$ cat src/core/phyec_pkg.sv
package phyec_pkg;

    // ----------------------------------------------------------------
    // register map
    // ----------------------------------------------------------------
    localparam logic [4:0] ADDR_RX_ERR_CNT = 5'h13;
    localparam logic [4:0] ADDR_FALSE_CARRIER_CNT = 5'h14;
    localparam logic [4:0] ADDR_DISCONNECT_CNT = 5'h15;
    localparam logic [4:0] ADDR_TEN_BASE_T_CTRL = 5'h16;

    // control/status field positions
    localparam int BIT_LINK_INTEG_DIS = 15;
    localparam int BIT_JABBER_DIS = 14;
    localparam int BIT_ECHO_DIS = 13;
    localparam int BIT_HEARTBEAT_DIS = 12;
    localparam int POS_SQUELCH = 10;
    localparam int BIT_EOF_ERR = 8;
    localparam int BIT_DISC_STATE = 7;
    localparam int BIT_LINK_STATUS = 6;
    localparam int POS_TRIM = 3;

    // reset values
    localparam logic [15:0] RESET_REG_VALUE = 16'h0000;
    localparam logic [7:0] CNT_RESET = 8'h00;
    localparam logic [7:0] CNT_MAX = 8'hFF;
    localparam logic [7:0] CNT_ONE = 8'h01;

    // speed selection codes
    localparam logic [1:0] SPEED_10 = 2'h0;
    localparam logic [1:0] SPEED_100 = 2'h1;
    localparam logic [1:0] SPEED_1000 = 2'h2;

    // squelch selection codes: 300 mV, 197 mV, 450 mV
    localparam logic [1:0] SQUELCH_300MV = 2'h0;
    localparam logic [1:0] SQUELCH_197MV = 2'h1;
    localparam logic [1:0] SQUELCH_450MV = 2'h2;

    // trim adjustment in percent
    localparam logic signed [3:0] TRIM_P6 = 4'sh6;
    localparam logic signed [3:0] TRIM_P4 = 4'sh4;
    localparam logic signed [3:0] TRIM_P2 = 4'sh2;
    localparam logic signed [3:0] TRIM_ZERO = 4'sh0;
    localparam logic signed [3:0] TRIM_M2 = -4'sh2;
    localparam logic signed [3:0] TRIM_M4 = -4'sh4;

    // jabber limit
    localparam int CLK_FREQ_KHZ = 10000;
    localparam int JABBER_LIMIT_MS = 20;
    localparam int JABBER_CYC_INT = JABBER_LIMIT_MS * CLK_FREQ_KHZ;
    localparam int JAB_W = 18;
    localparam logic [JAB_W-1:0] JABBER_CYCLES = JAB_W'(JABBER_CYC_INT);
    localparam logic [JAB_W-1:0] JAB_RESET = 18'h0_0000;

    // counter state
    typedef struct packed {
        logic [7:0] count;
    } phyec_cnt_s;

endpackage

$ cat src/core/phyec_cnt_if.sv
`timescale 1ns/1ps
interface phyec_cnt_if;
    logic inc;
    logic clr;
    logic [7:0] count;

    // counter side and register side
    modport ctr (input inc, input clr, output count);
    modport user (output inc, output clr, input count);
endinterface

$ cat src/core/phyec_sat_counter.sv
`timescale 1ns/1ps
module phyec_sat_counter
    import phyec_pkg::*;
(
    // clock and reset
    input wire logic clk,
    input wire logic resetn,
    input wire logic softReset,
    // counter link
    phyec_cnt_if.ctr cnt
);

    // ----------------------------------------------------------------
    // state
    // ----------------------------------------------------------------
    phyec_cnt_s state_r;
    phyec_cnt_s state_nxt;

    // next count
    always_comb begin
        state_nxt = state_r;
        if (!resetn || softReset) begin
            state_nxt.count = CNT_RESET;
        end else if (cnt.clr) begin
            state_nxt.count = cnt.inc ? CNT_ONE : CNT_RESET;
        end else if (cnt.inc && state_r.count != CNT_MAX) begin
            state_nxt.count = state_r.count + CNT_ONE;
        end
    end

    always_ff @(posedge clk) begin
        state_r <= state_nxt;
    end

    assign cnt.count = state_r.count;
endmodule

$ cat src/core/phyec_top.sv
`timescale 1ns/1ps
module phyec_top
    import phyec_pkg::*;
#(
    parameter logic [JAB_W-1:0] JABBER_LIMIT_CYC = JABBER_CYCLES
) (
    // clock and reset
    input wire logic clk,
    input wire logic resetn,
    input wire logic softReset,
    // management register port
    input wire logic [4:0] regAddr,
    input wire logic regWrEn,
    input wire logic regRdEn,
    input wire logic [15:0] regWrData,
    output logic [15:0] regRdData,
    // operating mode
    input wire logic [1:0] speedSel,
    input wire logic halfDuplex,
    // receive and monitor events
    input wire logic rxErrPktEnd,
    input wire logic rxCollision,
    input wire logic falseCarrierEvt,
    input wire logic cimUnstableEnter,
    input wire logic cimLinkBroken,
    input wire logic eofErrEvt,
    input wire logic linkIntegrityOk,
    // transmit side
    input wire logic txEnPin,
    input wire logic heartbeatReq,
    // controls out to line logic
    output logic linkPass10,
    output logic crsOut,
    output logic heartbeatOut,
    output logic txShutoff,
    output logic [1:0] squelchSel,
    output logic [1:0] actSquelchSel,
    output logic signed [3:0] txTrimPct
);

    // ----------------------------------------------------------------
    // state
    // ----------------------------------------------------------------
    typedef struct packed {
        logic linkIntegDis;
        logic jabberDis;
        logic echoDis;
        logic heartbeatDis;
        logic [1:0] squelch;
        logic [2:0] trim;
        logic eofErr;
        logic discFlag;
        logic linkPass;
        logic crs;
        logic heartbeat;
        logic txEnMeta;
        logic txEnSync;
        logic [JAB_W-1:0] jabCnt;
        logic jabbed;
        logic [15:0] rdData;
    } phyec_top_s;

    phyec_top_s state_r;
    phyec_top_s state_nxt;

    phyec_cnt_if rxErrIf ();
    phyec_cnt_if falseCarrierIf ();
    phyec_cnt_if discIf ();

    logic speed10;
    logic speed1000;
    logic rdCtrl;
    logic wrCtrl;
    logic [15:0] ctrlView;

    assign speed10 = (speedSel == SPEED_10);
    assign speed1000 = (speedSel == SPEED_1000);
    assign rdCtrl = regRdEn && regAddr == ADDR_TEN_BASE_T_CTRL;
    assign wrCtrl = regWrEn && regAddr == ADDR_TEN_BASE_T_CTRL;

    // ----------------------------------------------------------------
    // event counters
    // ----------------------------------------------------------------
    // error packet count, only at 100/1000
    assign rxErrIf.inc = rxErrPktEnd && !rxCollision && !speed10;
    // false carrier count, only at 100/1000
    assign falseCarrierIf.inc = falseCarrierEvt && !speed10;
    assign discIf.inc = cimUnstableEnter;

    // reads clear, writes have no path here
    assign rxErrIf.clr = regRdEn && regAddr == ADDR_RX_ERR_CNT;
    assign falseCarrierIf.clr = regRdEn && regAddr == ADDR_FALSE_CARRIER_CNT;
    assign discIf.clr = regRdEn && regAddr == ADDR_DISCONNECT_CNT;

    phyec_sat_counter uRxErrCnt (
        .clk(clk),
        .resetn(resetn),
        .softReset(softReset),
        .cnt(rxErrIf.ctr)
    );

    phyec_sat_counter uFalseCarrierCnt (
        .clk(clk),
        .resetn(resetn),
        .softReset(softReset),
        .cnt(falseCarrierIf.ctr)
    );

    phyec_sat_counter uDiscCnt (
        .clk(clk),
        .resetn(resetn),
        .softReset(softReset),
        .cnt(discIf.ctr)
    );

    // ----------------------------------------------------------------
    // control register view
    // ----------------------------------------------------------------
    // reserved bits 9 and 2:0 read zero
    always_comb begin
        ctrlView = RESET_REG_VALUE;
        ctrlView[BIT_LINK_INTEG_DIS] = state_r.linkIntegDis;
        ctrlView[BIT_JABBER_DIS] = state_r.jabberDis;
        ctrlView[BIT_ECHO_DIS] = state_r.echoDis;
        ctrlView[BIT_HEARTBEAT_DIS] = state_r.heartbeatDis;
        ctrlView[POS_SQUELCH +: 2] = state_r.squelch;
        ctrlView[BIT_EOF_ERR] = state_r.eofErr;
        ctrlView[BIT_DISC_STATE] = state_r.discFlag;
        ctrlView[BIT_LINK_STATUS] = state_r.linkPass;
        ctrlView[POS_TRIM +: 3] = state_r.trim;
    end

    // trim code to percent
    function automatic logic signed [3:0] trimPct(input logic [2:0] code);
        case (code)
            3'h3, 3'h2: trimPct = TRIM_P6;
            3'h1: trimPct = TRIM_P4;
            3'h0: trimPct = TRIM_P2;
            3'h7: trimPct = TRIM_ZERO;
            3'h6: trimPct = TRIM_M2;
            default: trimPct = TRIM_M4;
        endcase
    endfunction

    // ----------------------------------------------------------------
    // next state
    // ----------------------------------------------------------------
    always_comb begin
        state_nxt = state_r;
        // pin synchroniser, first stage read only by second
        state_nxt.txEnMeta = txEnPin;
        state_nxt.txEnSync = state_r.txEnMeta;

        // writable controls; read-only bits take no write
        if (wrCtrl) begin
            state_nxt.linkIntegDis = regWrData[BIT_LINK_INTEG_DIS];
            state_nxt.jabberDis = regWrData[BIT_JABBER_DIS];
            state_nxt.echoDis = regWrData[BIT_ECHO_DIS];
            state_nxt.heartbeatDis = regWrData[BIT_HEARTBEAT_DIS];
            state_nxt.squelch = regWrData[POS_SQUELCH +: 2];
            state_nxt.trim = regWrData[POS_TRIM +: 3];
        end

        // sticky end-of-frame error, set beats read clear
        state_nxt.eofErr = (state_r.eofErr && !rdCtrl)
            || (eofErrEvt && speed10);
        // sticky disconnect, set beats read clear
        state_nxt.discFlag = (state_r.discFlag && !rdCtrl)
            || (cimLinkBroken && speed10);

        // bypass forces pass, 10 Mb/s only
        state_nxt.linkPass = speed10
            && (state_r.linkIntegDis || linkIntegrityOk);

        state_nxt.crs = state_r.txEnSync
            && !(state_r.echoDis && !speed1000);

        // heartbeat suppressed only in 10 Mb/s half duplex
        state_nxt.heartbeat = heartbeatReq
            && !(state_r.heartbeatDis && speed10 && halfDuplex);

        // jabber timer; disabled means unlimited length
        if (!speed10 || !state_r.txEnSync) begin
            state_nxt.jabCnt = JAB_RESET;
            state_nxt.jabbed = 1'b0;
        end else if (state_r.jabberDis) begin
            state_nxt.jabCnt = JAB_RESET;
            state_nxt.jabbed = 1'b0;
        end else if (state_r.jabCnt == JABBER_LIMIT_CYC) begin
            state_nxt.jabbed = 1'b1;
        end else begin
            state_nxt.jabCnt = state_r.jabCnt + 18'h0_0001;
        end

        // registered read data; unknown addresses read zero
        if (regRdEn) begin
            case (regAddr)
                ADDR_RX_ERR_CNT:
                    state_nxt.rdData = {8'h00, rxErrIf.count};
                ADDR_FALSE_CARRIER_CNT:
                    state_nxt.rdData = {8'h00, falseCarrierIf.count};
                ADDR_DISCONNECT_CNT:
                    state_nxt.rdData = {8'h00, discIf.count};
                ADDR_TEN_BASE_T_CTRL:
                    state_nxt.rdData = ctrlView;
                default:
                    state_nxt.rdData = RESET_REG_VALUE;
            endcase
        end

        // soft reset clears both sticky flags, keeps controls and link status
        if (softReset) begin
            state_nxt.eofErr = 1'b0;
            state_nxt.discFlag = 1'b0;
        end
        if (!resetn) begin
            state_nxt = '0;
        end
    end

    always_ff @(posedge clk) begin
        state_r <= state_nxt;
    end

    // ----------------------------------------------------------------
    // outputs
    // ----------------------------------------------------------------
    assign regRdData = state_r.rdData;
    assign linkPass10 = state_r.linkPass;
    assign crsOut = state_r.crs;
    assign heartbeatOut = state_r.heartbeat;
    assign txShutoff = state_r.jabbed;
    assign squelchSel = state_r.squelch;
    assign actSquelchSel = state_r.squelch;
    // trim acts on 10 Mb/s transmit only
    assign txTrimPct = speed10 ? trimPct(state_r.trim) : TRIM_ZERO;
endmodule

$ cat config.mk
export PLATFORM = sky130hd
export DESIGN_NAME = phyec_top
export DESIGN_NICKNAME = d
export VERILOG_FILES = /design/src/core/phyec_pkg.sv /design/src/core/phyec_cnt_if.sv /design/src/core/phyec_sat_counter.sv /design/src/core/phyec_top.sv
export SDC_FILE = /design/constraint.sdc
export NUM_CORES = 1
export LEC_CHECK = 0
export BUFFER_PORTS_ARGS = -buffer_cell sky130_fd_sc_hd__buf_2
export CORE_MARGIN = 1.5
export CORE_UTILIZATION = 60
export DETAILED_ROUTE_END_ITERATION = 8
export MAX_ROUTING_LAYER = met4
export PLACE_DENSITY_LB_ADDON = 0.25
export SYNTH_ARGS = -nofsm -noshare
export SYNTH_HDL_FRONTEND = slang
export SYNTH_SLANG_ARGS = --single-unit
$ cat constraint.sdc
create_clock -name clk -period 4.4 [get_ports clk]
set_input_delay 0.44 -clock clk [delete_from_list [all_inputs] [get_ports clk]]
set_output_delay 0.44 -clock clk [all_outputs]
set_load 0.02 [all_outputs]
* Word-level counts from Yosys, hierarchy flattened
Index checks and enable logic that the tools add are counted.
** Word-level totals
- Output and inout bits :: 28
- Register bits after elaboration :: 75
- Word-level logic and storage cells :: 92
- Input bits :: 38
** Cells by class
- Reduce and logical (&&, ||, !) cells :: 42
- $add $sub $neg :: 4
- Multiplexer cells :: 12
- Equality and inequality tests :: 14
- Bitwise gates (word level) :: 1
** Operators by type and width (count)
- $pmux 16 s4 :: 1
- $mux 8 :: 6
- $add 8x1->8 const B :: 3
- $ne 8x8->1 const B :: 3
- $logic_and 1x1->1 :: 21
- $eq 5x5->1 const B :: 4
- $pmux 4 s5 :: 1
- $add 18x1->18 const B :: 1
- $eq 18x18->1 const B :: 1
- $logic_not 1->1 :: 8
- $eq 3x2->1 const B :: 2
- $eq 3x3->1 const B :: 2
- $reduce_bool 2->1 :: 3
- $logic_or 1x1->1 :: 5
- $mux 4 :: 1
- $reduce_or 2->1 :: 2
- $eq 3x1->1 const B :: 1
- $logic_not 3->1 :: 1
- $mux 1 :: 3
- $reduce_or 3->1 :: 1
- $eq 2x2->1 const B :: 1
- $logic_not 2->1 :: 1
- $not 1->1 :: 1

* Longest topological paths before layout
- Depth in word-level cells :: 6
- Mapped depth :: 7
- Depth with buffers taken out :: 5

* Cells and area by module
A second synthesis with hierarchy kept.
** Unflattened totals
- Cell total of the unflattened synthesis :: 445
- Area total of the unflattened synthesis :: 3871.2 um^2
** By module, submodules not included
- phyec_top :: seq. area each 1001.0 um^2, cells an instance 280, area an instance 2437.3 um^2, instances 1
- phyec_sat_counter :: seq. area each 160.2 um^2, cells an instance 55, area an instance 478.0 um^2, instances 3

* Worst setup path after synthesis
No wires, ideal clock.
- Path type :: input to output
- From :: input speedSel[1]
- To :: output txTrimPct[2]
- Data required time :: 3.960 ns
- Cell stages on the path :: 3
- Slack :: 2.648 ns
- Buffers on the path :: 1
- Arrival time :: 1.312 ns
- Path through :: or2_1 -> buf_4 -> nor3_1
** On the way
- Cells in the longest elaborated chain, start to end :: 2
** Ends and longest elaborated chain
- from (decl) :: RTL line phyec_top.sv:18 : input wire logic [1:0] speedSel,
- $logic_not 2->1 :: RTL line phyec_top.sv:76 : assign speed10 = (speedSel == SPEED_10);
- $mux 4 :: RTL line phyec_top.sv:236 : assign txTrimPct = speed10 ? trimPct(state_r.trim) : TRIM_ZERO;
- to (decl) :: RTL line phyec_top.sv:38 : output logic signed [3:0] txTrimPct
Every way passes these cells.

* Worst setup path after layout
- From :: register state_r, in the netlist ctrlView[4]
- To :: output txTrimPct[1]
** On the way
- Cells in the longest elaborated chain, start to end :: 4
- Elaborated cells between the ends (all ways) :: 9
- Those cells by class :: 5 x eq/ne; 2 x mux; 2 x reduce/logical
** Ends and longest elaborated chain
- from (decl) :: RTL line phyec_top.sv:63 : phyec_top_s state_r;
- from (signal assigned) :: RTL line phyec_top.sv:222 : state_r <= state_nxt;
- $eq 3x2->1 :: RTL line phyec_top.sv:135 : case (code)
- $reduce_or 2->1 :: RTL line phyec_top.sv:135
- $pmux 4 s5 (*) :: RTL line phyec_top.sv:135
- $mux 4 (*) :: RTL line phyec_top.sv:236
Mark *: on every way between the ends. The rest lies on a longest branch, timed or not.

==> flow_metrics.py <==
metrics = {
    "status": {
        "status": "finished clean",
    },
    "power": {
        "p_int_mw": 0.9238,
        "power.sequential.fraction": 0.546,
        "power_per_cell_area_nw_per_um2": 306.3,
        "standby_leakage_power_nw": 1.475,
        "clock_power_share": 0.399,
        "netSwitchingFraction": 0.2544,
        "vdd_drop_max_v": 0.0002205,
        "comb_pwr_share": 0.055,
        "switchingPower_mw": 0.3153,
    },
    "floorplan": {
        "rows": 28,
        "die_area_um2": 6729,
        "floorplan.die.width_um": 82.03,
        "core-area_um2": 5991,
        "initial_core_util": 0.6255,
        "num_io_pins": 66,
        "die_h_um": 82.03,
    },
    "worst_setup_path": {
        "path_max_fanout": 6,
        "critical_path_required_ps": 3960,
        "timing.critical_path.from_type": "flip-flop",
        "worst_ep_arrival_time_ps": 1450,
        "endpoint_kind": "primary output",
        "timing.setup.critical_path_class": "reg2out",
    },
    "synth": {
        "netlist_area_um2": 3747,
        "synthesized_area_per_cell_um2": 8.615,
        "synth_edf_count": 0,
        "ys_top_cells_by_area": "sky130_fd_sc_hd__dfxtp_1, sky130_fd_sc_hd__buf_4, sky130_fd_sc_hd__nand3_1",
        "number_of_warnings_printed_during_yosys_synthesis": 0,
        "synth.ff_latch_count": 74,
        "netlist.top_cell.by_area": "sky130_fd_sc_hd__dfxtp_1",
        "syn-instance-count": 435,
        "postSynth.asyncResetShare": 0,
        "synthDistinctLibCells": 54,
        "synth_seq_area_share": 0.3953,
        "synth_flop_cell": "sky130_fd_sc_hd__dfxtp_1",
        "synth_top_cell_area_share": 0.3953,
    },
    "cells_and_area": {
        "fillers": 505,
        "antenna-diode-count": 0,
        "drive_gt1_frac": 0.1927,
        "area.growth.synth_to_final_pct": 7.947,
        "nets": 505,
    },
    "flow_run": {
        "drv_cap": 0,
    },
    "sta": {
        "final_critical_path_setup_slack_ps": 2515,
        "final.setup_skew_ps": 6.826,
        "fin_tns_setup_ps": 0,
        "slew-limit-headroom": 0.3838,
        "final_hold_viol_count": 0,
        "maxSlewViolCount": 0,
        "achievable-frequency_mhz": 530.4,
        "number_of_failing_setup_endpoints_in_the_final_timing_report": 0,
        "unrepaired_setup_endpoints_after_global_routing": "false",
        "tcrit_tclk_final": 0.4285,
        "timing_worst_slew_pin_value_ps": 916.5,
        "whs_ps": 256.6,
        "fin_crit_ps": 1885,
    },
    "clock_tree": {
        "numCtsBuffers": 9,
        "path_clk_slew_ps": 90,
        "clock_tree.htree_level_count": 3,
        "cts.repair_timing.setup_buffer_count": 0,
        "insertion_delay_ps": 360,
        "cts_hold_repair.buffers": 0,
        "post_cts_resize_count": 0,
        "clock_path_buffers": 2,
        "tritoncts": "yes",
        "clock_sinks": 74,
        "clock-root-buffer": "sky130_fd_sc_hd__clkbuf_8",
    },
    "global_routing": {
        "first_global_vias": 2942,
        "gr-total-overflow": 0,
        "grt_antenna_before_repair": 0,
        "grt_start_max_net_pins": 27,
        "grt_pass1_wl_mm": 13.01,
        "globalRouteTotalUtil": 0.2602,
    },
    "detailed_routing": {
        "drcViolationCount": 0,
        "via_count": 3196,
        "wirelength_mm": 8.010,
        "drt_first_iter_violations": 261,
        "route.detailed.wl_per_inst_um": 14.78,
        "drt_first_pass_iters": 5,
        "antenna_violating_nets_post_route": 0,
        "per_cell_via_count_in_the_routed_design": 5.897,
    },
    "placement": {
        "port_bufs": 56,
        "placement.setup.worst_slack_ps": 2344,
        "routabilityCongestion": 0.8746,
        "hpwlAfterDp_mm": 5.658,
    },
    "hold_path": {
        "hold_path_class": "in2reg",
    },
}
-- synthesized netlist by cell type, types with 3 or more instances --
cell type                   number
sky130_fd_sc_hd__o21ai_0        19
sky130_fd_sc_hd__or4_1           4
sky130_fd_sc_hd__and2_1          9
sky130_fd_sc_hd__or3_1           9
sky130_fd_sc_hd__a21boi_0       16
sky130_fd_sc_hd__mux2i_1         4
sky130_fd_sc_hd__xor2_1         18
sky130_fd_sc_hd__nand3b_1        5
sky130_fd_sc_hd__nand2b_1       10
sky130_fd_sc_hd__inv_1           7
sky130_fd_sc_hd__dfxtp_1        74
sky130_fd_sc_hd__nor3_1          6
sky130_fd_sc_hd__nand2_1        38
sky130_fd_sc_hd__nand4_1        13
sky130_fd_sc_hd__nor2b_1         4
sky130_fd_sc_hd__o31ai_1         6
sky130_fd_sc_hd__nor2_1         30
sky130_fd_sc_hd__and4_1          4
sky130_fd_sc_hd__o2111ai_1       3
sky130_fd_sc_hd__nand3_1        32
sky130_fd_sc_hd__a22oi_1         9
sky130_fd_sc_hd__a22o_1          3
sky130_fd_sc_hd__buf_1           3
sky130_fd_sc_hd__mux2_2          9
sky130_fd_sc_hd__a21oi_1        16
sky130_fd_sc_hd__o211ai_1        4
sky130_fd_sc_hd__and3_1          7
sky130_fd_sc_hd__buf_4          25
sky130_fd_sc_hd__ha_1            5
sky130_fd_sc_hd__clkbuf_1        7
sky130_fd_sc_hd__buf_2           5
-- stage by stage --
| step | cell area (µm²) | utilization | std cells | power (mW) |
|---|---|---|---|---|
| floorplan | 3751 | - | 436 | 0.7366 |
| global placement | 3860 | 0.6443 | 526 | 0.7587 |
| detailed placement | 3860 | 0.6443 | 526 | 0.7599 |
| CTS | 4045 | 0.6752 | 542 | 1.247 |
| global route | 4045 | 0.6752 | 542 | 1.282 |
| finish | 4045 | 0.6752 | 542 | 1.239 |
-- cells in the final DEF, fill, tap and decap left out, types with 3 or more instances in the layout --
cell and n:
sky130_fd_sc_hd__a21boi_0 16, sky130_fd_sc_hd__a21oi_1 16, sky130_fd_sc_hd__a22o_1 3, sky130_fd_sc_hd__a22oi_1 9
sky130_fd_sc_hd__and2_1 9, sky130_fd_sc_hd__and3_1 7, sky130_fd_sc_hd__and4_1 4, sky130_fd_sc_hd__buf_2 56
sky130_fd_sc_hd__clkbuf_8 10, sky130_fd_sc_hd__clkinvlp_4 4, sky130_fd_sc_hd__dfxtp_1 74, sky130_fd_sc_hd__ha_1 5
sky130_fd_sc_hd__inv_1 7, sky130_fd_sc_hd__mux2_2 9, sky130_fd_sc_hd__mux2i_1 4, sky130_fd_sc_hd__nand2_1 38
sky130_fd_sc_hd__nand2b_1 10, sky130_fd_sc_hd__nand3_1 32, sky130_fd_sc_hd__nand3b_1 5, sky130_fd_sc_hd__nand4_1 13
sky130_fd_sc_hd__nor2_1 30, sky130_fd_sc_hd__nor2b_1 4, sky130_fd_sc_hd__nor3_1 6, sky130_fd_sc_hd__o2111ai_1 3
sky130_fd_sc_hd__o211ai_1 4, sky130_fd_sc_hd__o21ai_0 19, sky130_fd_sc_hd__o31ai_1 6, sky130_fd_sc_hd__or3_1 9
sky130_fd_sc_hd__or4_1 4, sky130_fd_sc_hd__xor2_1 18
-- layout make-up --
class,instances,area [µm²],share of cell area
timing repair buffer,57,287.8,0.07114
inverter,7,26.28,0.006496
clock inverter,6,47.55,0.01175
clock buffer,10,137.6,0.03402
multi-input combinational,313,1971,0.4872
sequential,74,1481,0.3662
tap,75,93.84,0.02320
-- critical path: stages, from the launching register on --
cell                      delay, ps
sky130_fd_sc_hd__dfxtp_1        420
sky130_fd_sc_hd__inv_1           70
sky130_fd_sc_hd__maj3_1         350
sky130_fd_sc_hd__nor2_1          90
sky130_fd_sc_hd__buf_2          170
-- cells by family after synthesis --
family                   synth area share
AND/OR/NAND/NOR                    0.2631
AO/OA/AOI/OAI                      0.1593
flip-flops                         0.3953
buffers and inverters             0.07980
XOR/XNOR                          0.04441
multiplexers                      0.03773
adder cells (fa/ha/maj)           0.01937
other                            0.001001
-- worst paths after layout --
kind,start,end,slack (ps),depth (start not counted)
hold reg to reg,state_r[36]$_SDFF_PN0_,state_r[35]$_SDFF_PN0_,440,1
setup reg to reg,state_r[29]$_SDFFE_PP0P_,state_r[17]$_SDFFE_PP0P_,2570,4
hold / removal,halfDuplex,heartbeatOut$_SDFF_PN0_,260,2
setup / recovery,ctrlView[4]$_SDFFE_PN0P_,txTrimPct[1],2510,4
-- flip-flops by register name, indices dropped and copies added, names as in the netlist --
register                    cells
crsOut                          1
regRdData                      15
actSquelchSel                   2
txShutoff                       1
uRxErrCnt.cnt.count             8
state_r                        20
uFalseCarrierCnt.cnt.count      8
heartbeatOut                    1
uDiscCnt.cnt.count              8
ctrlView                        9
linkPass10                      1
-- power groups by stage --
stage	logic [mW]	clock network, mW	registers, mW
finish	0.0686	0.494	0.677
detailed placement	0.0675	0	0.692
floorplan	0.0437	0	0.693
global placement	0.0665	0	0.692
CTS	0.0684	0.502	0.677
global route	0.0756	0.529	0.677
-- layer usage --
metal	global-route usage	routed length [µm]	share of wire	up-vias
li1	-	-	-	1589
met1	0.3260	3624	0.45	1489
met2	0.4057	3740	0.47	104
met3	0.05111	491	0.061	14
met4	0.1153	153	0.019	0
met5	-	0	0	-
Note: power is estimated with default switching activity, not from simulation.
